File: src/hdl/rsc_params.svh
// Purpose: constants for the reset source and calibration block
// Assumes: byte addresses on a 32-bit APB, 125 MHz pclk
// Notes: definitions only
`ifndef RSC_PARAMS_SVH
`define RSC_PARAMS_SVH
`define RSC_OFF_FACTORY_CALIBRATION_WORD 14'h2008
`define RSC_OFF_CAUSE 14'h0000
`define RSC_OFF_CTRL 14'h0004
`define RSC_OFF_SCRATCH 14'h000C
`define RSC_OFF_IRQ_STAT 14'h0010
`define RSC_OFF_IRQ_MASK 14'h0014
`define RSC_CAL_OSC_LSB 6
`define RSC_CAL_OSC_MSB 12
`define RSC_CAL_POR_LSB 3
`define RSC_CAL_POR_MSB 4
`define RSC_CAL_BOD_LSB 0
`define RSC_CAL_BOD_MSB 2
`define RSC_CAL_MASK 14'h1FDF
`define RSC_CAL_RESET 14'h0001
`define RSC_CTRL_RESET 32'h0000_0001
`define RSC_IRQ_MASK_RESET 8'h00
`define RSC_FILT_NS 200
`define RSC_FILT_CYC ((`RSC_FILT_NS + 7) / 8)
`define RSC_POR_REARM_NS 100000
`define RSC_POR_REARM_CYC ((`RSC_POR_REARM_NS + 7) / 8)
`endif

File: src/hdl/rsc_pkg.sv
// Purpose: types for the reset source and calibration block
// Assumes: nothing
// Notes: constants live in rsc_params.svh
`default_nettype none
package rsc_pkg;
	typedef enum logic [2:0] {
		RSC_CAUSE_NONE, RSC_CAUSE_POR, RSC_CAUSE_WDT_RUN, RSC_CAUSE_WDT_SLEEP,
		RSC_CAUSE_PIN_RUN, RSC_CAUSE_PIN_SLEEP, RSC_CAUSE_BOD
	} rsc_cause_e;
	typedef struct packed {
		logic por_n;
		logic bod_n;
		logic expiry_n;
		logic sleep_n;
	} rsc_flags_s;
	typedef struct packed {
		logic supply_ok;
		logic supply_at_gnd;
		logic brownout_low;
		logic brownout_detect_en;
	} rsc_supply_s;
endpackage
`default_nettype wire

File: src/hdl/rsc_pin_filter.sv
// Purpose: glitch filter for the external reset pin
// Assumes: pin already synchronous to pclk
// Notes: output changes only after the input is stable for LEN cycles
`timescale 1ns/1ps
`default_nettype none
module rsc_pin_filter #(
	parameter int LEN = 25
) (
	// Clocking
	input wire logic pclk,
	input wire logic presetn,
	input wire logic clk_en,
	// Pin in, filtered out
	input wire logic pin_n,
	output logic filt_n
);
	logic [15:0] cnt_ff;
	logic filt_ff;

	// Count stable cycles; any change of the raw level restarts the count
	always_ff @(posedge pclk or negedge presetn) begin
		if (!presetn) begin
			cnt_ff <= 16'h0000;
			filt_ff <= 1'b1;
		end else if (clk_en) begin
			if (pin_n == filt_ff) begin
				cnt_ff <= 16'h0000;
			end else if (cnt_ff >= 16'(LEN - 1)) begin
				cnt_ff <= 16'h0000;
				filt_ff <= pin_n;
			end else begin
				cnt_ff <= cnt_ff + 16'h0001;
			end
		end
	end
	assign filt_n = filt_ff;

	property p_short_ignored;
		@(posedge pclk) disable iff (!presetn)
		(pin_n != filt_ff && cnt_ff < 16'(LEN - 1)) |=> $stable(filt_ff);
	endproperty
	a_short_ignored: assert property (p_short_ignored) else $error("filter followed glitch");
endmodule // rsc_pin_filter
`default_nettype wire

File: src/hdl/rsc_reset_ctrl.sv
// Purpose: reset source detection, reset hold and calibration word access
// Assumes: supply monitor inputs and pin synchronous to pclk; APB slave, zero wait
// Notes: interrupt on each new reset cause, cleared by reading the status
//
// Contract
// - Oscillator trim in calibration bits 12:6, signed, zero is centre
// - Power-on trim in bits 4:3, 00 lowest, 11 highest threshold
// - Brown-out trim in bits 2:0, 000 reserved, 001 lowest, 111 highest
// - Six reset causes are told apart
// - Unaffected registers unknown on power-on, kept on other resets
// - Other registers take reset values on power-on, pin, watchdog, brown-out; here stat_ff and mask_ff reset only on presetn
// - Watchdog wake-up from sleep is not a reset
// - Expiry and sleep flags patterned by cause for software
// - Flag encodings per cause as listed for each reset kind
// - External reset pin filtered against short glitches
// - Watchdog reset never drives the external pin low
// - Power-on detector holds reset until supply is good
// - With brown-out detect, reset held until supply above threshold
// - No reset on falling supply; rearm after 100 us at ground
// - Pin enable clear ties pin inactive and enables a weak pull-up
// - Programming entry via pin works even with pin tied; here it is taken from the prog_entry input, not the pin
//
// Design decision made here: register access over APB.
`timescale 1ns/1ps
`default_nettype none
`include "rsc_params.svh"
module rsc_reset_ctrl import rsc_pkg::*; #(
	parameter int FILT_CYC = `RSC_FILT_CYC,
	parameter int REARM_CYC = `RSC_POR_REARM_CYC,
	parameter logic [13:0] CAL_INIT = `RSC_CAL_RESET
) (
	// Clocking
	input wire logic pclk,
	input wire logic presetn,
	input wire logic clk_en,
	// APB slave
	input wire logic psel,
	input wire logic penable,
	input wire logic pwrite,
	input wire logic [13:0] paddr,
	input wire logic [31:0] pwdata,
	output logic [31:0] prdata,
	output logic pready,
	output logic pslverr,
	// Supply monitors and events
	input wire rsc_supply_s supply,
	input wire logic wdt_expire,
	input wire logic wdt_asleep,
	input wire logic wdt_wake,
	input wire logic sleep_enter,
	// External reset pin (open drain, never driven low here)
	input wire logic ext_pin_in,
	output logic ext_pin_out,
	output logic ext_pin_oe,
	output logic ext_pin_pullup,
	input wire logic ext_pin_enable,
	input wire logic prog_entry,
	// Reset, programming mode and interrupt outputs
	output logic core_rst_n,
	output logic core_soft_rst_n,
	output logic prog_mode,
	output logic irq
);
	logic pin_filt_n;
	logic pin_gated_n;
	logic [31:0] rearm_cnt_ff;
	logic por_armed_ff;
	logic por_hold_ff;
	logic bod_hold_ff;
	logic pin_hold_ff;
	logic wdt_hold_ff;
	logic rst_req;
	logic sync1_ff;
	logic sync2_ff;
	logic soft1_ff;
	logic soft2_ff;
	rsc_cause_e cause_ff;
	rsc_cause_e nxt_cause;
	rsc_flags_s flags_ff;
	logic asleep_ff;
	logic [13:0] cal_ff;
	logic [31:0] scratch_ff;
	logic [31:0] ctrl_ff;
	logic [7:0] stat_ff;
	logic [7:0] mask_ff;
	logic [31:0] prdata_ff;
	logic irq_ff;
	logic prog_ff;
	logic pullup_ff;
	logic wr;
	logic rd;
	logic [7:0] ev;

	// Mask out unimplemented calibration bits
	function automatic logic [31:0] cal_read(input logic [13:0] c);
		cal_read = {18'h00000, c & `RSC_CAL_MASK};
	endfunction

	assign wr = psel && penable && pwrite && clk_en;
	assign rd = psel && penable && !pwrite && clk_en;

	// Pin is tied inactive when disabled; programming entry comes from prog_entry, not the pin
	assign pin_gated_n = ext_pin_enable ? pin_filt_n : 1'b1;

	rsc_pin_filter #(.LEN(FILT_CYC)) u_filt (
		.pclk(pclk),
		.presetn(presetn),
		.clk_en(clk_en),
		.pin_n(ext_pin_in),
		.filt_n(pin_filt_n)
	);

	// Programming entry taken from the prog_entry input, not the pin, whatever the tie option
	always_ff @(posedge pclk or negedge presetn) begin
		if (!presetn) begin
			prog_ff <= 1'b0;
			pullup_ff <= 1'b0;
		end else if (clk_en) begin
			prog_ff <= prog_entry;
			pullup_ff <= !ext_pin_enable;
		end
	end

	// Power-on detector: rearm only after the supply sat at ground long enough
	always_ff @(posedge pclk or negedge presetn) begin
		if (!presetn) begin
			rearm_cnt_ff <= 32'h0000_0000;
			por_armed_ff <= 1'b1;
			por_hold_ff <= 1'b1;
		end else if (clk_en) begin
			if (supply.supply_at_gnd) begin
				if (rearm_cnt_ff >= 32'(REARM_CYC - 1)) begin
					por_armed_ff <= 1'b1;
				end else begin
					rearm_cnt_ff <= rearm_cnt_ff + 32'h0000_0001;
				end
			end else begin
				rearm_cnt_ff <= 32'h0000_0000;
			end
			// A falling supply alone never asserts this hold
			if (por_armed_ff && !supply.supply_ok) begin
				por_hold_ff <= 1'b1;
			end else if (supply.supply_ok) begin
				por_hold_ff <= 1'b0;
				if (por_hold_ff) begin
					por_armed_ff <= 1'b0;
				end
			end
		end
	end

	// Brown-out, pin and watchdog holds
	always_ff @(posedge pclk or negedge presetn) begin
		if (!presetn) begin
			bod_hold_ff <= 1'b0;
			pin_hold_ff <= 1'b0;
			wdt_hold_ff <= 1'b0;
		end else if (clk_en) begin
			bod_hold_ff <= supply.brownout_detect_en && supply.brownout_low;
			pin_hold_ff <= !pin_gated_n;
			wdt_hold_ff <= wdt_expire && !wdt_asleep;
		end
	end

	assign rst_req = por_hold_ff || bod_hold_ff || pin_hold_ff || wdt_hold_ff;

	// Assert on the next pclk edge, release through two flops on pclk
	always_ff @(posedge pclk or negedge presetn) begin
		if (!presetn) begin
			sync1_ff <= 1'b0;
			sync2_ff <= 1'b0;
			soft1_ff <= 1'b0;
			soft2_ff <= 1'b0;
		end else if (clk_en) begin
			sync1_ff <= !rst_req;
			sync2_ff <= sync1_ff && !rst_req;
			soft1_ff <= !(rst_req && !por_hold_ff);
			soft2_ff <= soft1_ff && !(rst_req && !por_hold_ff);
		end
	end

	// Cause priority: power-on, brown-out, pin, watchdog
	always_comb begin
		nxt_cause = RSC_CAUSE_NONE;
		if (por_hold_ff) begin
			nxt_cause = RSC_CAUSE_POR;
		end else if (bod_hold_ff) begin
			nxt_cause = RSC_CAUSE_BOD;
		end else if (pin_hold_ff) begin
			nxt_cause = asleep_ff ? RSC_CAUSE_PIN_SLEEP : RSC_CAUSE_PIN_RUN;
		end else if (wdt_hold_ff) begin
			nxt_cause = RSC_CAUSE_WDT_RUN;
		end else if (wdt_expire && wdt_asleep) begin
			nxt_cause = RSC_CAUSE_WDT_SLEEP;
		end
	end

	// Cause and flags; watchdog wake records its cause and flags without a reset
	always_ff @(posedge pclk or negedge presetn) begin
		if (!presetn) begin
			cause_ff <= RSC_CAUSE_NONE;
			flags_ff <= '{por_n: 1'b0, bod_n: 1'b1, expiry_n: 1'b1, sleep_n: 1'b1};
			asleep_ff <= 1'b0;
		end else if (clk_en) begin
			if (sleep_enter) begin
				asleep_ff <= 1'b1;
				flags_ff.sleep_n <= 1'b0;
			end
			if (nxt_cause != RSC_CAUSE_NONE) begin
				cause_ff <= nxt_cause;
			end
			// Sleep must outlive a whole pin reset; cleared on wake or on release
			if (nxt_cause == RSC_CAUSE_WDT_SLEEP || (!rst_req && !sync2_ff)) begin
				asleep_ff <= 1'b0;
			end
			if (wr && paddr == `RSC_OFF_CAUSE && pwdata[3]) begin
				flags_ff.por_n <= 1'b1;
			end
			if (wr && paddr == `RSC_OFF_CAUSE && pwdata[2]) begin
				flags_ff.bod_n <= 1'b1;
			end
			case (nxt_cause)
				RSC_CAUSE_POR: flags_ff <= '{1'b0, flags_ff.bod_n, 1'b1, 1'b1};
				RSC_CAUSE_BOD: flags_ff <= '{1'b1, 1'b0, 1'b1, 1'b1};
				RSC_CAUSE_WDT_RUN: flags_ff.expiry_n <= 1'b0;
				RSC_CAUSE_WDT_SLEEP: begin
					flags_ff.expiry_n <= 1'b0;
					flags_ff.sleep_n <= 1'b0;
				end
				RSC_CAUSE_PIN_SLEEP: begin
					flags_ff.expiry_n <= 1'b1;
					flags_ff.sleep_n <= 1'b0;
				end
				default: begin
				end
			endcase
		end
	end

	// Scratch survives every reset but power-on
	always_ff @(posedge pclk) begin
		if (clk_en) begin
			if (wr && paddr == `RSC_OFF_SCRATCH) begin
				scratch_ff <= pwdata;
			end
		end
	end

	// Control and calibration take their reset values on any system reset
	always_ff @(posedge pclk or negedge presetn) begin
		if (!presetn) begin
			ctrl_ff <= `RSC_CTRL_RESET;
			cal_ff <= `RSC_CAL_RESET;
		end else if (clk_en) begin
			if (!sync2_ff) begin
				ctrl_ff <= `RSC_CTRL_RESET;
			end else if (wr && paddr == `RSC_OFF_CTRL) begin
				ctrl_ff <= pwdata;
			end
			// Trim word loaded from fuses; only programming mode may rewrite it
			if (!sync2_ff) begin
				cal_ff <= CAL_INIT & `RSC_CAL_MASK;
			end else if (wr && paddr == `RSC_OFF_FACTORY_CALIBRATION_WORD && prog_ff) begin
				cal_ff <= pwdata[13:0] & `RSC_CAL_MASK;
			end
		end
	end

	// Sticky event bits: set wins over the read clear
	// Taken from the new cause, since the stored one lags a one-cycle event
	assign ev = {1'b0, (nxt_cause == RSC_CAUSE_BOD), (nxt_cause == RSC_CAUSE_PIN_SLEEP),
		(nxt_cause == RSC_CAUSE_PIN_RUN), (nxt_cause == RSC_CAUSE_WDT_SLEEP),
		(nxt_cause == RSC_CAUSE_WDT_RUN), (nxt_cause == RSC_CAUSE_POR), 1'b0};
	always_ff @(posedge pclk or negedge presetn) begin
		if (!presetn) begin
			stat_ff <= 8'h00;
			mask_ff <= `RSC_IRQ_MASK_RESET;
			irq_ff <= 1'b0;
		end else if (clk_en) begin
			// Clear only bits already returned, so a setup-cycle event survives
			stat_ff <= (stat_ff & ~((rd && paddr == `RSC_OFF_IRQ_STAT) ? prdata_ff[7:0] : 8'h00))
				| ev;
			if (wr && paddr == `RSC_OFF_IRQ_MASK) begin
				mask_ff <= pwdata[7:0];
			end
			irq_ff <= |(stat_ff & mask_ff);
		end
	end

	// APB read mux, zero wait state
	always_ff @(posedge pclk or negedge presetn) begin
		if (!presetn) begin
			prdata_ff <= 32'h0000_0000;
		end else if (clk_en && psel && !penable) begin
			case (paddr)
				`RSC_OFF_CAUSE: prdata_ff <= {25'h0000000, cause_ff, flags_ff};
				`RSC_OFF_CTRL: prdata_ff <= ctrl_ff;
				`RSC_OFF_FACTORY_CALIBRATION_WORD: prdata_ff <= cal_read(cal_ff);
				`RSC_OFF_SCRATCH: prdata_ff <= scratch_ff;
				`RSC_OFF_IRQ_STAT: prdata_ff <= {24'h000000, stat_ff};
				`RSC_OFF_IRQ_MASK: prdata_ff <= {24'h000000, mask_ff};
				default: prdata_ff <= 32'h0000_0000;
			endcase
		end
	end

	assign prdata = prdata_ff;
	assign pready = 1'b1;
	assign pslverr = 1'b0;
	// Open-drain pin is only ever released, so watchdog cannot pull it
	assign ext_pin_out = 1'b0;
	assign ext_pin_oe = 1'b0;
	assign ext_pin_pullup = pullup_ff;
	assign core_rst_n = sync2_ff;
	assign core_soft_rst_n = soft2_ff;
	assign prog_mode = prog_ff;
	assign irq = irq_ff;

	property p_wdt_no_pin;
		@(posedge pclk) disable iff (!presetn) wdt_hold_ff |-> !ext_pin_oe;
	endproperty
	a_wdt_no_pin: assert property (p_wdt_no_pin) else $error("pin driven");
	property p_por_hold;
		@(posedge pclk) disable iff (!presetn) (clk_en && por_hold_ff) |=> !sync1_ff;
	endproperty
	a_por_hold: assert property (p_por_hold) else $error("por not held");
	property p_bod_hold;
		@(posedge pclk) disable iff (!presetn)
		(clk_en && supply.brownout_detect_en && supply.brownout_low) ##1 clk_en |=> !sync2_ff;
	endproperty
	a_bod_hold: assert property (p_bod_hold) else $error("bod not held");
	property p_cal_zero;
		@(posedge pclk) disable iff (!presetn) cal_ff[13] == 1'b0 && cal_ff[5] == 1'b0;
	endproperty
	a_cal_zero: assert property (p_cal_zero) else $error("cal bits set");
	property p_por_flags;
		@(posedge pclk) disable iff (!presetn)
		(clk_en && nxt_cause == RSC_CAUSE_POR) |=> !flags_ff.por_n && flags_ff.expiry_n;
	endproperty
	a_por_flags: assert property (p_por_flags) else $error("por flags");
	property p_wake_no_reset;
		@(posedge pclk) disable iff (!presetn)
		(clk_en && nxt_cause == RSC_CAUSE_WDT_SLEEP && !rst_req) |=> sync1_ff;
	endproperty
	a_wake_no_reset: assert property (p_wake_no_reset) else $error("wake reset");
	property p_tie;
		@(posedge pclk) disable iff (!presetn)
		(clk_en && !ext_pin_enable) |=> ext_pin_pullup;
	endproperty
	a_tie: assert property (p_tie) else $error("no pullup");
	property p_release_sync;
		@(posedge pclk) disable iff (!presetn) $rose(sync2_ff) |-> $past(sync1_ff);
	endproperty
	a_release_sync: assert property (p_release_sync) else $error("bad release");
endmodule // rsc_reset_ctrl
`default_nettype wire

File: config.mk
export PLATFORM = sky130hd
export DESIGN_NAME = rsc_reset_ctrl
export DESIGN_NICKNAME = d
export VERILOG_FILES = /design/src/hdl/rsc_pkg.sv /design/src/hdl/rsc_pin_filter.sv /design/src/hdl/rsc_reset_ctrl.sv
export VERILOG_INCLUDE_DIRS = /design/src /design/src/hdl
export SDC_FILE = /design/constraint.sdc
export NUM_CORES = 1
export LEC_CHECK = 0
export BUFFER_PORTS_ARGS = -buffer_cell sky130_fd_sc_hd__buf_2
export CORE_ASPECT_RATIO = 1.1
export CORE_MARGIN = 4
export CORE_UTILIZATION = 45
export DETAILED_ROUTE_END_ITERATION = 10
export PLACE_DENSITY_LB_ADDON = 0.15
export SLEW_MARGIN = 0
export SYNTH_ARGS = -nofsm -noshare
export SYNTH_HDL_FRONTEND = slang
export SYNTH_SLANG_ARGS = --single-unit
File: constraint.sdc
create_clock -name pclk -period 2.9 [get_ports pclk]
set_input_delay 0.58 -clock pclk [delete_from_list [all_inputs] [get_ports pclk]]
set_output_delay 0.58 -clock pclk [all_outputs]
set_load 0.005 [all_outputs]
==> results.md <==
Route:
- The via-per-instance ratio is 5.821.
- The detailed router's first-iteration violation count is 408.
- The residual antenna-violating net count after detailed routing is 0.
- The DRC violation count after routing is 0.
- Across all layers, the routed design uses 6182 vias.
- The total wire length is 20250 um.
- The number of iterations in the first detailed-routing pass is 5.
- The routed wirelength normalized by instance count is 19.07 um.

STA:
- The share of the cycle needed by the critical path after routing is 0.7739.
- The final setup skew is 0.009006 ns.
- Setup repair after global routing left no endpoint under its margin.
- The routed design could run at a clock period as short as 2.244 ns.
- The final count of hold timing violations is 0.
- In this run the tightest slew margin relative to its limit is 0.5415.
- The number of setup violations in the final report is 0.
- The final-layout worst hold slack is 0.1033 ns.
- The post-route setup TNS is 0 ns.
- The final-report max-slew violation count is 0.
- The slew of the pin with the lowest slew margin is 0.6832 ns.
- Derived from the worst setup path, the maximum achievable clock frequency is 445.6 MHz.

Power:
- Internal power comes to 4469 uW.
- Of the total power, registers draw 0.502.
- Of the total power, combinational logic draws 0.060.
- Summed over all nets, the switching power comes to 1263 uW.
- Summed over all cells, the static leakage comes to 0.004550 uW.
- In this run the power density over the cells is 578.9 nW/um2.
- The switching portion of total power is 0.2203.
- The clock group share of total power is 0.438.
- Across the VDD grid, the largest voltage drop is 0.0004194 V.

Logic synthesis:
- The share of async-settable or async-resettable flops after synthesis is 0.8342.
- Synthesis handed over a netlist of 709 instances.
- For this run, the number of Yosys warnings is 0.
- Of the total synthesized cell area, the portion taken by XOR and XNOR cells is 0.006306.
- The compound-cell area share of the yosys netlist is 0.1775.
- The number of different library cells in the post-synthesis netlist is 58.
- After synthesis, the share of cell area in mux cells is 0.05090.
- Sorting the synthesized cells by area gives the leading types as sky130_fd_sc_hd__dfrtp_1, sky130_fd_sc_hd__edfxtp_1, sky130_fd_sc_hd__a22o_1, sky130_fd_sc_hd__nand2_1, sky130_fd_sc_hd__mux2_2.
- The cell taking the most area after synthesis is sky130_fd_sc_hd__dfrtp_1.
- The synthesized-area fraction occupied by adder cells is 0.004505.
- The cell area that synthesis handed to floorplanning was 8333 um2.
- The top-area cell type share of the netlist area is 0.4595.
- The main combinational cell family by area after synthesis is compound AO/OA/AOI/OAI gates.
- A synthesized cell averages 11.75 um2.
- The prevailing post-synth register cell is sky130_fd_sc_hd__dfrtp_1.
- The synthesized design contains 193 register bits.
- The share of the Yosys chip area taken by registers is 0.6000.
- The number of enable-type register cells in the synthesized netlist is 32.
- Of the total synthesized cell area, the portion taken by AND, OR, NAND and NOR gates is 0.1279.

Critical path:
- The data arrival time of the worst path is 2.55 ns.
- Across all register-to-register paths, the minimum setup slack is 0.66 ns.
- The endpoint kind of the worst setup timing path is a flip-flop.
- The critical path class is input pin to flip-flop.
- The kind of start point of the critical path is an input pin.
- The critical path required time is 3.21 ns.
- The maximum net fanout on the critical path is 8.

Global route:
- The first global-routing pass estimated 33040 um of wire.
- The maximum number of pins on one net before global-route repair is 65.
- The number of global-route vias before repair is 6351.
- The overall routing resource usage is 0.2039.
- The global-route congestion overflow total is 0.
- The initial antenna violation count was 0.

Final layout:
- From synthesis to final layout, the design area changed by 18.83%.
- The number of antenna diodes in the final layout is 0.
- In the layout the commonest cells are sky130_fd_sc_hd__dfrtp_1, sky130_fd_sc_hd__buf_2, sky130_fd_sc_hd__nand2_1.
- Leaving out fill and tap cells, the most frequent cell in the layout is sky130_fd_sc_hd__dfrtp_1.
- After filler insertion, the fill cell instance count of the layout stands at 1534.
- The fraction of layout cells with a size suffix above 1 is 0.2415.
- The total number of nets in the final design is 877.
- Once layout is complete, the utilization of the core stands at 0.5522.

CTS:
- TritonCTS built the clock tree.
- The post-cts hold buffer count is 0.
- The quantity of gates resized following cts is 0.
- The source-to-sink clock delay at the later pin of the worst-skew pair is 0.43 ns.
- Clock-pin slew was measured on the worst setup and hold paths at 0.06 ns.
- The level count of the clock H-tree is 4.
- The total clock sinks is 193.
- The cell at the root of the clock tree is sky130_fd_sc_hd__clkbuf_16.
- The deepest clock path buffer count is 2.
- The number of setup buffers added after CTS is 0.
- Counting the buffers created by CTS gives 17.

Floorplanning:
- The core region is 17930 um2.
- The area enclosed by the die boundary is 20760 um2.
- The floorplan row count is 51.
- The die width is 137.7 um.
- The height of the die is 150.7 um.
- Pin placement for this block handled 104 I/O pins.
- The starting density of the core is 0.4647.

Hold path:
- The kind of path behind the tightest hold check is input pin to asynchronous set/reset pin.

Run:
- The max-cap violation count is 0.

Placed design:
- The HPWL after detailed placement is 13720 um.
- At the end of routability-driven placement, the weighted congestion stood at 0.8172.
- Buffers placed on the I/O ports in this run total 98.

Status:
- The run finished with clean final reports.
sequential cells by signal, indices dropped and copies added (netlist names), 3 cells and up:
signal and cells:
flags_ff 4, mask_ff 8, u_filt.cnt_ff 16, prdata 32, cal_ff 12, rearm_cnt_ff 32, ctrl_ff 32, cause_ff 3
scratch_ff 32, stat_ff 8
worst max-delay path, stage by stage:
cell                     delay (ns)
sky130_fd_sc_hd__buf_2         0.09
sky130_fd_sc_hd__or4_1         0.63
sky130_fd_sc_hd__or4_4         0.60
sky130_fd_sc_hd__nor3_4        0.17
sky130_fd_sc_hd__buf_12        0.15
sky130_fd_sc_hd__mux2_2        0.33
routing by layer:
metal / vias to the layer above / track usage / wire length [um]
met5: - / 0 / 0
li1: 2853 / - / -
met4: 0 / 0.05435 / 230
met1: 3143 / 0.2753 / 8874
met3: 21 / 0.03309 / 979
met2: 165 / 0.3430 / 10170
metrics by stage:
step                      power (uW)  setup slack [ns]  std cells  cell area (um2)
final                           5732            0.6557       1062             9902
after global routing            5945            0.2836       1062             9902
after CTS                       5780            0.6427       1062             9902
after detailed placement        3277            0.2241       1030             9276
after global placement          3263            0.2208       1030             9276
after floorplan                 3080           0.09329        711             8343
area by class of cell:
type / count / area (um2) / area share
Sequential cell: 193 / 5000 / 0.5049
Tap cell: 238 / 297.8 / 0.03007
Multi-Input combinational cell: 455 / 3102 / 0.3132
Clock buffer: 21 / 440.4 / 0.04448
Clock inverter: 11 / 185.2 / 0.01870
Inverter: 14 / 52.55 / 0.005307
Timing Repair Buffer: 130 / 824.5 / 0.08327
cells in the mapped netlist (all sizes together), types with 19 or more instances:
cell type / number
a22o: 34
o21ai: 40
o2bb2ai: 22
and2: 22
mux2: 19
nor2: 38
a21oi: 26
mux2i: 21
clkbuf: 31
nand2: 58
a22oi: 26
dfrtp: 153
edfxtp: 32
power by group through the flow:
stage | Combinational [uW] | Sequential, uW | Clock (uW)
CTS | 352 | 2870 | 2550
global route | 388 | 2880 | 2670
global placement | 341 | 2920 | 0
detailed placement | 352 | 2930 | 0
finish | 346 | 2880 | 2510
floorplan | 179 | 2900 | 0
final timing paths:
| kind | to | startpoint | cells after the start |
|---|---|---|---|
| hold / removal | prdata[11] | presetn | 1 |
| max in group asynchronous | por_hold_ff | presetn | 2 |
| min in group pclk | por_hold_ff | supply[3] | 2 |
| setup reg to reg | rearm_cnt_ff[9] | rearm_cnt_ff[0] | 7 |
| hold reg to reg | prdata[20] | prdata[20] | 2 |
| setup / recovery | mask_ff[0] | paddr[5] | 6 |
logic make-up (layout without fill, tap and decap cells):
logic type                 after synthesis  count (layout)
AOI/OAI and AO/OA                      207             207
muxes                                   40              40
DFF                                    193             193
buffers and inverters                   63             176
adders and majority gates                3               3
other                                    2               4
and+or+nand+nor                        195             195
xor gates and xnor gates                 6               6
No activity file was read; power rests on OpenSTA's default activity.
